[config.mk]
export PLATFORM = sky130hd
export DESIGN_NAME = artc_top
export DESIGN_NICKNAME = d
export VERILOG_FILES = /design/src/artc_trigger_sync.v /design/src/artc_converter.v /design/src/artc_top.v
export VERILOG_INCLUDE_DIRS = /design/src /design/src/src
export SDC_FILE = /design/constraint.sdc
export NUM_CORES = 1
export LEC_CHECK = 0
export ABC_AREA = 1
export ABC_CLOCK_PERIOD_IN_PS = 2500
export BUFFER_PORTS_ARGS = -buffer_cell sky130_fd_sc_hd__buf_2
export CAP_MARGIN = 20
export CORE_ASPECT_RATIO = 1.75
export CORE_MARGIN = 2
export CORE_UTILIZATION = 49
export DETAILED_ROUTE_END_ITERATION = 8
export GPL_ROUTABILITY_DRIVEN = 0
export GPL_TIMING_DRIVEN = 0
export PLACE_DENSITY = 0.73
export SLEW_MARGIN = 20
export SYNTH_ARGS = -nofsm -noshare
export SYNTH_HDL_FRONTEND = slang
export SYNTH_SLANG_ARGS = --single-unit
[constraint.sdc]
create_clock -name clk_sys -period 2.5 [get_ports clk_sys]
set_input_delay 0.125 -clock clk_sys [delete_from_list [all_inputs] [get_ports clk_sys]]
set_output_delay 0.125 -clock clk_sys [all_outputs]
set_load 0.005 [all_outputs]
[src/artc_defines.vh]
/*
 * Register offsets, field positions, reset values and timing counts of the
 * conversion result transfer controller.
 * Assumes byte addressing on a 32-bit Avalon-MM slave port.
 */
`ifndef ARTC_DEFINES_VH
`define ARTC_DEFINES_VH

// register byte offsets
`define ARTC_OFS_CTRL 8'h00
`define ARTC_OFS_START_ADDR 8'h04
`define ARTC_OFS_COUNT 8'h08
`define ARTC_OFS_STATUS 8'h0C
`define ARTC_OFS_MASK 8'h10
`define ARTC_OFS_RESULT 8'h14
`define ARTC_OFS_PROGRESS 8'h18
`define ARTC_OFS_SCAN 8'h1C

// control fields
`define ARTC_CTRL_ENABLE 0
`define ARTC_CTRL_DUAL 1
`define ARTC_CTRL_REPEAT 2
`define ARTC_CTRL_IRQ_EN 3
`define ARTC_CTRL_TIMER_TRIG 4
`define ARTC_CTRL_SOFT_START 5

// status and mask fields
`define ARTC_ST_BLOCK_DONE 0
`define ARTC_ST_OVERRUN 1
`define ARTC_ST_WIDTH 2

// reset values
`define ARTC_RST_CTRL 32'h0000_0000
`define ARTC_RST_START_ADDR 32'h0000_0000
`define ARTC_RST_COUNT 8'h00
`define ARTC_RST_MASK 2'h0
`define ARTC_RST_SCAN_TOP 3'h0

// converter timing
`define ARTC_CONV_TIME_NS 64'd1000
`define ARTC_CLK_PERIOD_NS 64'd5
`define ARTC_RESULT_BITS 10
`define ARTC_RESULT_STEPS 1024

`endif

[src/artc_trigger_sync.v]
/*
 * Brings the timer compare output into the system clock domain and turns
 * its rising edge into a one-cycle start pulse.
 * Assumes the compare output is asynchronous to clk_sys.
 */
`timescale 1ns/100ps
`default_nettype none
module artc_trigger_sync (
    // clock and reset
    input wire clk_sys,
    input wire srst,
    // compare output and start pulse
    input wire timer_compare_channel,
    output reg start_pulse
);
    reg meta;
    reg sync;
    reg sync_q;

    always @(posedge clk_sys) begin
        if (srst) begin
            meta <= 1'b0;
            sync <= 1'b0;
            sync_q <= 1'b0;
            start_pulse <= 1'b0;
        end else begin
            meta <= timer_compare_channel;
            sync <= meta;
            sync_q <= sync;
            // edge of the compare output, no software in the path
            start_pulse <= sync & ~sync_q;
        end
    end
endmodule
`default_nettype wire

[src/artc_converter.v]
/*
 * Behavioural stand-in for the ten-bit converter: a start begins a fixed
 * conversion time, then the sampled input code is held in the result
 * buffer and a done pulse is given. Scan mode steps channels downward.
 * Assumes analog codes arrive already sampled in clk_sys.
 */
`timescale 1ns/100ps
`default_nettype none
`include "artc_defines.vh"
module artc_converter #(
    parameter CONV_CYCLES = 200,
    parameter CHANNELS = 8
) (
    // clock and reset
    input wire clk_sys,
    input wire srst,
    // control
    input wire start,
    input wire [2:0] scan_top,
    // analog codes, one ten-bit field per channel
    input wire [CHANNELS*`ARTC_RESULT_BITS-1:0] sample_codes,
    // result
    output reg [`ARTC_RESULT_BITS-1:0] conversion_result_buffer,
    output reg [2:0] result_channel,
    output reg done,
    output reg busy
);
    reg [15:0] timer;
    reg [2:0] channel;
    reg [2:0] scan_top_q;

    always @(posedge clk_sys) begin
        if (srst) begin
            timer <= 16'h0000;
            channel <= 3'h0;
            conversion_result_buffer <= 10'h000;
            result_channel <= 3'h0;
            done <= 1'b0;
            busy <= 1'b0;
            scan_top_q <= `ARTC_RST_SCAN_TOP;
        end else begin
            done <= 1'b0;
            scan_top_q <= scan_top;
            if (!busy && start) begin
                busy <= 1'b1;
                timer <= CONV_CYCLES[15:0] - 16'h0001;
            end else if (busy) begin
                if (timer == 16'h0000) begin
                    busy <= 1'b0;
                    done <= 1'b1;
                    // ten-bit code of vref/1024 steps
                    conversion_result_buffer <=
                        sample_codes[channel*`ARTC_RESULT_BITS +:
                                     `ARTC_RESULT_BITS];
                    result_channel <= channel;
                    // scan steps top, top-1 .. 0, then repeats
                    if (channel == 3'h0)
                        channel <= scan_top;
                    else
                        channel <= channel - 3'h1;
                end else begin
                    timer <= timer - 16'h0001;
                end
            end else if (channel > scan_top || scan_top != scan_top_q) begin
                // a new scan top restarts the sequence at the top
                channel <= scan_top;
            end
        end
    end
endmodule
`default_nettype wire

[src/artc_top.v]
/*
 * Conversion result transfer controller: moves each finished ten-bit
 * conversion into shared on-chip memory with one stolen bus cycle.
 * Assumes the memory accepts a write in the cycle it is presented and
 * that the cpu holds its bus request while stalled.
 */
// Implementation choices: the address map and register access over Avalon-MM.
// Operation
// - each result moved to memory by hardware
// - first destination from writable start address
// - words per block from count control register
// - single/dual, one-shot/repeat, interrupt on/off modes
// - one bus cycle, cpu stalled exactly one
// - idle cpu sees no stall
// - block-done interrupt only after whole block written; overrun raises irq via mask bit 1
// - repeating single block restarts at start
// - scan sequence results stored in order
// - timer compare starts conversion in hardware
// - result is ten-bit, 1024 steps
`timescale 1ns/100ps
`default_nettype none
`include "artc_defines.vh"
module artc_top #(
    parameter ADDR_WIDTH = 16,
    parameter CHANNELS = 8
) (
    // clock and reset
    input wire clk_sys,
    input wire srst,
    // avalon-mm slave
    input wire [7:0] avs_address,
    input wire avs_read,
    input wire avs_write,
    input wire [31:0] avs_writedata,
    input wire [3:0] avs_byteenable,
    output reg [31:0] avs_readdata,
    output reg avs_waitrequest,
    output reg [1:0] avs_response,
    // converter side
    input wire timer_compare_channel,
    input wire [CHANNELS*`ARTC_RESULT_BITS-1:0] sample_codes,
    // shared memory data bus
    input wire cpu_bus_request,
    output reg cpu_stall,
    output reg mem_write,
    output reg [ADDR_WIDTH-1:0] mem_address,
    output reg [15:0] memory_data_bus,
    // interrupt
    output reg irq
);
    localparam CONV_CYCLES_CALC =
        (`ARTC_CONV_TIME_NS + `ARTC_CLK_PERIOD_NS - 64'd1) /
        `ARTC_CLK_PERIOD_NS;
    localparam [15:0] CONV_CYCLES = CONV_CYCLES_CALC[15:0];
    localparam [31:0] RST_START_ADDR = `ARTC_RST_START_ADDR;

    // transfer states
    localparam [2:0] ST_IDLE = 3'b001;
    localparam [2:0] ST_WAIT = 3'b010;
    localparam [2:0] ST_XFER = 3'b100;

    reg [31:0] ctrl;
    reg [ADDR_WIDTH-1:0] start_addr;
    reg [7:0] transfer_count_control;
    reg [1:0] status;
    reg [1:0] mask;
    reg [2:0] scan_top;
    reg [2:0] state;
    reg [ADDR_WIDTH-1:0] cur_addr;
    reg [7:0] remaining;
    reg active_block;
    reg pending;
    reg one_shot_done;
    reg [9:0] pend_data;
    reg soft_start;
    reg done_event;
    reg overrun_event;
    reg [31:0] next_readdata;
    reg [1:0] next_response;
    wire trig_pulse;
    wire conv_done;
    wire conv_busy;
    wire [9:0] conv_data;
    wire [2:0] conv_chan;
    wire start_conv;
    wire enable;
    wire bus_access;
    wire [1:0] status_set;
    wire [31:0] start_merged;

    // merges byte lanes of a write into a register word
    function [31:0] be_merge;
        input [31:0] old_val;
        input [31:0] new_val;
        input [3:0] be;
        integer i;
        begin
            be_merge = old_val;
            for (i = 0; i < 4; i = i + 1)
                if (be[i])
                    be_merge[i*8 +: 8] = new_val[i*8 +: 8];
        end
    endfunction

    assign enable = ctrl[`ARTC_CTRL_ENABLE];
    assign bus_access = (avs_read | avs_write) & avs_waitrequest;
    assign start_conv = enable &
        ((ctrl[`ARTC_CTRL_TIMER_TRIG] & trig_pulse) | soft_start);
    assign status_set = {overrun_event, done_event};
    assign start_merged = be_merge({{(32-ADDR_WIDTH){1'b0}}, start_addr},
        avs_writedata, avs_byteenable);

    artc_trigger_sync u_trig (
        .clk_sys(clk_sys),
        .srst(srst),
        .timer_compare_channel(timer_compare_channel),
        .start_pulse(trig_pulse)
    );

    artc_converter #(
        .CONV_CYCLES(CONV_CYCLES),
        .CHANNELS(CHANNELS)
    ) u_conv (
        .clk_sys(clk_sys),
        .srst(srst),
        .start(start_conv),
        .scan_top(scan_top),
        .sample_codes(sample_codes),
        .conversion_result_buffer(conv_data),
        .result_channel(conv_chan),
        .done(conv_done),
        .busy(conv_busy)
    );

    // read data mux
    always @* begin
        next_readdata = 32'h0000_0000;
        next_response = 2'b00;
        case (avs_address)
            `ARTC_OFS_CTRL: next_readdata = ctrl;
            `ARTC_OFS_START_ADDR: next_readdata[ADDR_WIDTH-1:0] = start_addr;
            `ARTC_OFS_COUNT: next_readdata[7:0] = transfer_count_control;
            `ARTC_OFS_STATUS: next_readdata[1:0] = status;
            `ARTC_OFS_MASK: next_readdata[1:0] = mask;
            `ARTC_OFS_RESULT:
                next_readdata = {19'h0, conv_chan, conv_data};
            `ARTC_OFS_PROGRESS:
                next_readdata = {state, conv_busy, active_block, 3'h0,
                                 remaining, {(16-ADDR_WIDTH){1'b0}},
                                 cur_addr};
            `ARTC_OFS_SCAN: next_readdata[2:0] = scan_top;
            default: next_response = 2'b10;
        endcase
    end

    // avalon slave: two wait cycles, answer on the second edge
    always @(posedge clk_sys) begin
        if (srst) begin
            avs_waitrequest <= 1'b1;
            avs_readdata <= 32'h0000_0000;
            avs_response <= 2'b00;
            ctrl <= `ARTC_RST_CTRL;
            start_addr <= RST_START_ADDR[ADDR_WIDTH-1:0];
            transfer_count_control <= `ARTC_RST_COUNT;
            mask <= `ARTC_RST_MASK;
            scan_top <= `ARTC_RST_SCAN_TOP;
            status <= 2'h0;
            soft_start <= 1'b0;
        end else begin
            soft_start <= 1'b0;
            avs_waitrequest <= 1'b1;
            // events set, reads clear; a set in the same cycle wins
            status <= status | status_set;
            if (bus_access && avs_waitrequest) begin
                if (avs_response == 2'b11) begin
                    avs_waitrequest <= 1'b0;
                end
            end
            if ((avs_read | avs_write) && avs_waitrequest &&
                    avs_response != 2'b11) begin
                avs_response <= 2'b11;
            end else if ((avs_read | avs_write) && avs_waitrequest) begin
                avs_waitrequest <= 1'b0;
                avs_response <= next_response;
                avs_readdata <= avs_read ? next_readdata : 32'h0000_0000;
                if (avs_read && avs_address == `ARTC_OFS_STATUS)
                    status <= status_set;
                if (avs_write) begin
                    case (avs_address)
                        `ARTC_OFS_CTRL: begin
                            ctrl <= be_merge(ctrl, avs_writedata,
                                             avs_byteenable) &
                                    32'h0000_001F;
                            soft_start <= avs_byteenable[0] &
                                avs_writedata[`ARTC_CTRL_SOFT_START];
                        end
                        `ARTC_OFS_START_ADDR:
                            start_addr <=
                                start_merged[ADDR_WIDTH-1:0];
                        `ARTC_OFS_COUNT:
                            if (avs_byteenable[0])
                                transfer_count_control <=
                                    avs_writedata[7:0];
                        `ARTC_OFS_MASK:
                            if (avs_byteenable[0])
                                mask <= avs_writedata[1:0];
                        `ARTC_OFS_SCAN:
                            if (avs_byteenable[0])
                                scan_top <= avs_writedata[2:0];
                        default: ;
                    endcase
                end
            end else begin
                avs_response <= 2'b00;
            end
        end
    end

    // transfer engine
    always @(posedge clk_sys) begin
        if (srst) begin
            state <= ST_IDLE;
            cur_addr <= {ADDR_WIDTH{1'b0}};
            remaining <= 8'h00;
            active_block <= 1'b0;
            pending <= 1'b0;
            one_shot_done <= 1'b0;
            pend_data <= 10'h000;
            cpu_stall <= 1'b0;
            mem_write <= 1'b0;
            mem_address <= {ADDR_WIDTH{1'b0}};
            memory_data_bus <= 16'h0000;
            done_event <= 1'b0;
            overrun_event <= 1'b0;
            irq <= 1'b0;
        end else begin
            cpu_stall <= 1'b0;
            mem_write <= 1'b0;
            done_event <= 1'b0;
            overrun_event <= 1'b0;
            irq <= |(status & mask);
            if (conv_done && enable) begin
                if (pending)
                    overrun_event <= 1'b1;
                pending <= 1'b1;
                pend_data <= conv_data;
            end
            case (state)
                ST_IDLE: begin
                    if (!enable) begin
                        // disabling re-arms a finished one-shot run
                        one_shot_done <= 1'b0;
                        pending <= 1'b0;
                    end else if (!one_shot_done &&
                            transfer_count_control != 8'h00) begin
                        cur_addr <= start_addr;
                        remaining <= transfer_count_control;
                        active_block <= 1'b0;
                        state <= ST_WAIT;
                    end
                end
                ST_WAIT: begin
                    if (!enable) begin
                        state <= ST_IDLE;
                    end else if (pending) begin
                        // one stolen bus cycle per word
                        state <= ST_XFER;
                        cpu_stall <= cpu_bus_request;
                    end
                end
                ST_XFER: begin
                    mem_write <= 1'b1;
                    mem_address <= cur_addr;
                    memory_data_bus <= {6'h00, pend_data};
                    if (!(conv_done && enable))
                        pending <= 1'b0;
                    state <= ST_WAIT;
                    if (remaining == 8'h01) begin
                        // block written; flag only now
                        done_event <= ctrl[`ARTC_CTRL_IRQ_EN];
                        remaining <= transfer_count_control;
                        if (ctrl[`ARTC_CTRL_DUAL] && !active_block) begin
                            active_block <= 1'b1;
                            cur_addr <= cur_addr + 1'b1;
                        end else if (ctrl[`ARTC_CTRL_REPEAT]) begin
                            cur_addr <= start_addr;
                            active_block <= 1'b0;
                        end else begin
                            state <= ST_IDLE; // one-shot end
                            one_shot_done <= 1'b1;
                        end
                    end else begin
                        cur_addr <= cur_addr + 1'b1;
                        remaining <= remaining - 8'h01;
                    end
                end
                default: state <= ST_IDLE;
            endcase
        end
    end
endmodule
`default_nettype wire

==> run metrics, run 1 <==
Flop pwr share=0.443; routed length per instance=16.0 um; first-pass GRT wire length=45.8 mm; CTS sink cnt=181; most common cell in the synthesized netlist=nand2_1; RSZ-0062 raised after global routing=false; vias in the first global route=9290; synthesized instance count=1348; 1st-iter DRT viols=554; final setup TNS=0 ps; Final Net Count=1696; top cell type by total area after synthesis=dfxtp_1; Rel. slew slack=0.469; outcome=finished with violations; worst setup path category=register to register; Clock Power Share=0.405; Commonest cells post-synth=316 x nand2_1, 184 x nor2_1, 181 x dfxtp_1, 147 x nand3_1, 120 x a21oi_1; max_cap viols=0; Synth-to-Final Area Change=20.7%; Die Width=106 um; critical-path maximum fanout=12; asr flop ratio synth=0; final wirelength=28.8 mm; global-route usage over all layers=0.297; CP Launch Type=register; number of synthesized flops with an enable pin=0; largest net degree at the start of global routing=17; Clock Latency Late Sink=440 ps; worst path cell trace=clkbuf_1, clkinv_1, clkbuf_1, ha_1, o21ai_0, nand2_1, nand2_1, nand3_1, nor2_1, nor2_1; utilization after layout=0.604; HPWL Detailed=22.1 mm; TritonCTS buffer count=17; antenna-violating nets left=0; P_int=4.79 mW; min cycle time layout=2250 ps; Post-synth top flop=dfxtp_1; slowest cell delay on critical path=330 ps; Synth Cell Area=0.00898 mm^2; worst min-delay path class=primary input to register; synth top area cells=dfxtp_1 40%, nand2_1 13%, nand3_1 8.2%, nor2_1 7.7%, a21oi_1 6.7%; DR DRC count=0; top-area cell type share of the netlist area=0.403; layout cells sized above 1=0.165; fmax=444 MHz; Syn Area/Cell=6.67 um^2; Final Hold Viols=2; sequential share of the synthesized area=0.403; Unique masters post-synth=42; static leakage=4.84 nW; YS warnings=0; final worst path period share=0.901; Setup Buffers After CTS=0; Starting Density=0.500; # IOs=200; DR vias=9806; setup violators final=0; clock-pin slew on the worst setup and hold paths=70 ps; Rows=65; antenna violations before repair=1; WHS=-6.33 ps; failing checks=hold timing; CP max stage cell=clkbuf_1; clock skew=12.1 ps; hold buffers post-CTS=10; Max Root-Sink Buffers=2; clk root buf=clkbuf_16; Die Ht=183 um; WP data arrival=2580 ps; Worst Path Required=2830 ps; Final Max Slew Viols=0; CTS tree=done; Peak VDD IR=0.000433 V; core area=0.0180 mm^2; IO Port Bufs=171; CTS resizes=0; worst-margin pin slew=796 ps; Psw=1.93 mW; die footprint=0.0195 mm^2; Power Density=620 mW/mm^2; H-tree lvl count=4; Setup crit end kind=register; Synth Register Bits=181; router iterations before antenna repair=5; switching part of the total=0.287; via density per instance=5.44; grt total ovfl=0; combinational power share=0.152
flip-flops by register name, summed over array words and instances (netlist names), 8 cells and up:
name	count
avs_readdata	29
memory_data_bus	10
u_conv.conversion_result_buffer	10
transfer_count_control	8
u_conv.timer	16
mem_address	16
cur_addr	16
pend_data	10
remaining	8
start_addr	16
power groups by stage:
stage | registers (mW) | clock network (mW) | logic, mW
finish | 2.98 | 2.73 | 1.02
global route | 2.98 | 2.83 | 1.15
CTS | 2.97 | 2.72 | 1.01
detailed placement | 3.04 | 0 | 0.989
global placement | 3.04 | 0 | 0.975
floorplan | 3.03 | 0 | 0.677
area by class of cell:
cell class                      count  area, um^2
Sequential cell                   181        3620
Clock inverter                     12         144
Multi-Input combinational cell   1005        4660
Buffer                             80         390
Inverter                           90         338
Antenna cell                        1        2.50
Timing Repair Buffer              181         956
Clock buffer                       18         439
Fill cell                        1794        7120
Tap cell                          234         293
layout by cell type, fill, tap and decap left out, drive strengths merged, types with 2 or more instances in the layout:
| master | count |
|---|---|
| nand2 | 322 |
| bufinv | 2 |
| xor2 | 14 |
| nand3b | 3 |
| xnor2 | 6 |
| nor3 | 23 |
| clkinv | 4 |
| nor4 | 2 |
| dlygate4sd3 | 10 |
| inv | 93 |
| conb | 9 |
| a31oi | 10 |
| o22ai | 3 |
| dfxtp | 181 |
| clkinvlp | 3 |
| ha | 10 |
| or2 | 3 |
| o21ai | 121 |
| nor2 | 192 |
| o211ai | 5 |
| nand3 | 148 |
| buf | 209 |
| nand4 | 8 |
| clkbuf | 60 |
| a21oi | 120 |
logic make-up after synthesis:
group / share of synthesized area
other: 0.000417
AOI/OAI and AO/OA: 0.152
xor gates and xnor gates: 0.0195
and+or+nand+nor: 0.330
buffers and inverters: 0.0810
adders and majority gates: 0.0139
DFF: 0.403
routing by layer:
layer / wire length, um / share of wire / global-route usage
met5: 0 / 0 / 0
met2: 14800 / 0.51 / 0.535
met1: 10900 / 0.38 / 0.339
met4: 1390 / 0.048 / 0.159
met3: 1720 / 0.060 / 0.0323
worst max-delay path, delay by kind of cell (launching register included):
| kind | cells | cell delay [ps] |
|---|---|---|
| fa+ha+maj | 1 | 280 |
| buf+inv | 3 | 780 |
| flops | 1 | 310 |
| simple gates | 5 | 590 |
| compound gates | 1 | 180 |
path summary, 6_finish.rpt:
kind,startpoint,endpoint,slack (ps),depth (start not counted)
max,u_conv.channel[0]$_SDFFE_PP0P_,u_conv.channel[2]$_SDFFE_PP0P_,250,10
min,avs_writedata[8],start_addr[8]$_SDFFE_PP0P_,-6,3
max reg2reg,u_conv.channel[0]$_SDFFE_PP0P_,u_conv.channel[2]$_SDFFE_PP0P_,250,10
min reg2reg,u_trig.sync_q$_SDFF_PP0_,u_trig.start_pulse$_SDFF_PP0_,430,1
through the flow:
step,instances,hold WS (ps),cell area (um^2),worst slack [ps],total power [mW]
6_report,1802,-6.33,10800,247,6.73
5_1_grt,1802,2.75,10800,57.7,6.96
2_1_floorplan,1356,232,9010,743,3.70
3_3_place_gp,1761,330,10200,374,4.01
3_5_place_dp,1761,333,10200,323,4.03
4_1_cts,1801,0.0694,10800,310,6.70
No activity file was read; power rests on OpenSTA's default activity.
==> run 2, diff against run 1 <==
--- a/config.mk
+++ b/config.mk
@@ -6,7 +6,6 @@
 export SDC_FILE = /design/constraint.sdc
 export NUM_CORES = 1
 export LEC_CHECK = 0
-export ABC_AREA = 1
 export ABC_CLOCK_PERIOD_IN_PS = 2500
 export BUFFER_PORTS_ARGS = -buffer_cell sky130_fd_sc_hd__buf_2
 export CAP_MARGIN = 20
@@ -16,7 +15,7 @@
 export DETAILED_ROUTE_END_ITERATION = 8
 export GPL_ROUTABILITY_DRIVEN = 0
 export GPL_TIMING_DRIVEN = 0
-export PLACE_DENSITY = 0.73
+export PLACE_DENSITY = 0.74
 export SLEW_MARGIN = 20
 export SYNTH_ARGS = -nofsm -noshare
 export SYNTH_HDL_FRONTEND = slang
==> run 2 against run 1 <==
The run now ends clean. Total power decreased by 13%. Via count decreased by 14%. Synthesized cell count shrank 27%. Wire length down 5.9%. Flip-flop and latch count did not move. Non-clock buffer count is the same. Setup slack got worse by 230 ps. Combinational power shrank 72%. Clock-buffer cell count increased by 1. Final area fell by 2.7%. Utilization rose by 0.66 points. Worst hold slack gained 29 ps.
==> run metrics, run 2 <==
outcome=complete, no violations (was finished with violations); Antenna Cells=0 (was 1); die footprint=0.0186 mm^2 (was 0.0195 mm^2); TritonCTS buffer count=17 (unchanged); global-route usage over all layers=0.290 (was 0.297); Max Root-Sink Buffers=2 (unchanged); Biggest register=avs_readdata (unchanged); worst setup path category=register to register (unchanged); synth top area cells=dfxtp_1 42%, nand2_1 6.0%, a21oi_1 5.8%, mux4_2 5.2%, mux2i_1 4.4% (was dfxtp_1 40%, nand2_1 13%, nand3_1 8.2%, nor2_1 7.7%, a21oi_1 6.7%); Starting Density=0.496 (was 0.500); clock skew=10.5 ps (was 12.1 ps); vias in the first global route=8322 (was 9290); final setup TNS=0 ps (unchanged); min cycle time layout=2490 ps (was 2250 ps); Syn Area/Cell=8.77 um^2 (was 6.67 um^2); most common cell in the synthesized netlist=dfxtp_1 (was nand2_1); first-pass GRT wire length=41.9 mm (was 45.8 mm); Final Net Count=1331 (was 1696); Setup crit end kind=register (unchanged); setup violators final=0 (unchanged); DP Area=0.00975 mm^2 (was 0.0102 mm^2); Clock Power Share=0.459 (was 0.405); Die Ht=179 um (was 183 um); Hold Crit Start=avs_writedata[0] (was avs_writedata[8]); worst min-delay path class=primary input to register (unchanged); area of the multi-input gates=0.00458 mm^2 (was 0.00466 mm^2); Unique masters post-synth=78 (was 42); design area=0.0106 mm^2 (was 0.0108 mm^2); Peak VDD IR=0.000413 V (was 0.000433 V); 1st-iter DRT viols=496 (was 554); max_cap viols=0 (unchanged); Reg2Reg Depth=6 (was 10); CTS sink cnt=181 (unchanged); total power=5.86 mW (was 6.73 mW); routed length per instance=18.9 um (was 16.0 um); static leakage=3.93 nW (was 4.84 nW); Storage cell area=0.00362 mm^2 (about the same); final wirelength=27.1 mm (was 28.8 mm); CTS tree=done (unchanged); antenna-violating nets left=0 (unchanged); sequential share of the synthesized area=0.422 (was 0.403); core area=0.0173 mm^2 (was 0.0180 mm^2); clock-pin slew on the worst setup and hold paths=70 ps (about the same); DR DRC count=0 (unchanged); fill count=1574 (was 1794); Rel. slew slack=0.306 (was 0.469); Power Density=555 mW/mm^2 (was 620 mW/mm^2); Post-synth top flop=dfxtp_1 (unchanged); Flop pwr share=0.493 (was 0.443); Die Width=104 um (was 106 um); Clock Latency Late Sink=430 ps (was 440 ps); Hold Path Sink=ctrl[0]$_SDFFE_PP0P_ (was start_addr[8]$_SDFFE_PP0P_); Reg2Reg Setup Slack=10 ps (was 250 ps); worst flop-to-flop path startpoint=transfer_count_control[0]$_SDFFE_PP0P_ (was u_conv.channel[0]$_SDFFE_PP0P_); Hold Path Depth=3 (unchanged); WP data arrival=2810 ps (was 2580 ps); switching part of the total=0.230 (was 0.287); grt total ovfl=0 (unchanged); combinational power share=0.048 (was 0.152); asr flop ratio synth=0 (unchanged); Psw=1.35 mW (was 1.93 mW); # IOs=200 (unchanged); WHS=22.6 ps (was -6.33 ps); Commonest cells post-synth=181 x dfxtp_1, 138 x nand2_1, 99 x a21oi_1, 85 x nor2_1, 47 x clkbuf_1 (was 316 x nand2_1, 184 x nor2_1, 181 x dfxtp_1, 147 x nand3_1, 120 x a21oi_1); fmax=402 MHz (was 444 MHz); clk root buf=clkbuf_16 (unchanged); commonest cells after routing, fill and taps aside=180 x buf_2, 180 x dfxtp_1, 138 x nand2_1, 99 x a21oi_1, 85 x nor2_1 (was 316 x nand2_1, 188 x buf_2, 184 x nor2_1, 181 x dfxtp_1, 147 x nand3_1); top cell type by total area after synthesis=dfxtp_1 (unchanged); Synth Cell Area=0.00858 mm^2 (was 0.00898 mm^2); Synth-to-Final Area Change=23.0% (was 20.7%); Rows=64 (was 65); CP Launch Type=register (unchanged); router iterations before antenna repair=5 (unchanged); RR Endpoint=cur_addr[8]$_SDFFE_PP0P_ (was u_conv.channel[2]$_SDFFE_PP0P_); HPWL Detailed=20.9 mm (was 22.1 mm); largest net degree at the start of global routing=17 (unchanged); top-area cell type share of the netlist area=0.422 (was 0.403); H-tree lvl count=4 (unchanged); IO Port Bufs=169 (was 171); worst-margin pin slew=1040 ps (was 796 ps); Final Hold Viols=0 (was 2); antenna violations before repair=0 (was 1); final worst path period share=0.994 (was 0.901); P_int=4.51 mW (was 4.79 mW); Final Max Slew Viols=0 (unchanged); synthesized instance count=979 (was 1348); layout cells sized above 1=0.229 (was 0.165); Worst Path Required=2830 ps (about the same); via density per instance=5.90 (was 5.44); DR vias=8459 (was 9806); critical-path maximum fanout=6 (was 12); Synth Register Bits=181 (unchanged); YS warnings=0 (unchanged); number of synthesized flops with an enable pin=0 (unchanged); max FFs per register=29 (unchanged)
==> run 2: area by class of cell <==
cell class | count | share of cell area
repair buffers | 187 | 0.0970
multi-input cells | 707 | 0.434
flip-flops and latches | 181 | 0.343
clock inverters | 12 | 0.0139
clock buffers | 19 | 0.0410
plain buffers | 74 | 0.0351
well taps | 231 | 0.0274
inverters | 23 | 0.00818
==> run 2: power by group through the flow <==
stage               clock (mW)  combinational (mW)  sequential [mW]
floorplan                    0               0.113             2.96
global placement             0               0.254             2.96
CTS                       2.71               0.280             2.89
finish                    2.69               0.284             2.89
global route              2.82               0.305             2.89
detailed placement           0               0.259             2.96
==> run 2: what timing repair did <==
| action | CTS | global route |
|---|---|---|
| gates cloned | 0 | 0 |
| endpoints found under the setup margin | 4 | 38 |
| hold endpoints to repair | 25 | 0 |
| gates resized for setup | 5 | 9 |
| pin swaps | 0 | 2 |
| buffers inserted | 0 | 1 |
| hold buffers | 17 | 0 |
==> run 2: worst max-delay path by stage <==
stage	from	slack [ps]	cells past startpoint	end
3_3_place_gp	u_conv.channel[0]$_SDFFE_PP0P_	-260	8	u_conv.channel[2]$_SDFFE_PP0P_
4_1_cts	remaining[0]$_SDFFE_PP0P_	9	6	cur_addr[1]$_SDFFE_PP0P_
5_1_grt	state[0]$_SDFFE_PP1P_	-0.1	6	cur_addr[8]$_SDFFE_PP0P_
3_5_place_dp	u_conv.channel[0]$_SDFFE_PP0P_	-340	8	u_conv.channel[2]$_SDFFE_PP0P_
6_report	transfer_count_control[0]$_SDFFE_PP0P_	10	6	cur_addr[8]$_SDFFE_PP0P_
2_1_floorplan	u_conv.channel[0]$_SDFFE_PP0P_	120	8	u_conv.channel[2]$_SDFFE_PP0P_
==> run 2: worst max-delay path: stages (launching register included) <==
cell	delay [ps]
dfxtp_1	350
nor4_1	880
a2111oi_4	210
or2_2	310
buf_2	160
and2_1	180
a221oi_1	290
==> run 2: routing by layer <==
layer	wire length [um]	vias to the layer above	track usage	part of all wire
met5	0	-	0	0
met4	2190	0	0.220	0.081
met3	1530	135	0.0509	0.056
met2	14100	415	0.546	0.52
met1	9270	3945	0.279	0.34
li1	-	3964	-	-
==> run 2: kinds of logic after synthesis <==
kind of cell | Yosys count | synth area share
flip-flops | 181 | 0.422
XOR/XNOR | 13 | 0.0133
buffers and inverters | 99 | 0.0529
multiplexers | 59 | 0.0981
adder cells (fa/ha/maj) | 10 | 0.0146
other | 1 | 0.000437
AND/OR/NAND/NOR | 356 | 0.201
AO/OA/AOI/OAI | 260 | 0.197
==> run 2: per-stage QoR <==
| step | utilization | std cells | setup WS (ps) |
|---|---|---|---|
| 2_1_floorplan | - | 987 | 123 |
| 3_3_place_gp | 0.564 | 1387 | -255 |
| 3_5_place_dp | 0.564 | 1387 | -341 |
| 4_1_cts | 0.608 | 1435 | 8.57 |
| 5_1_grt | 0.610 | 1434 | -0.110 |
| 6_report | 0.610 | 1434 | 13.8 |
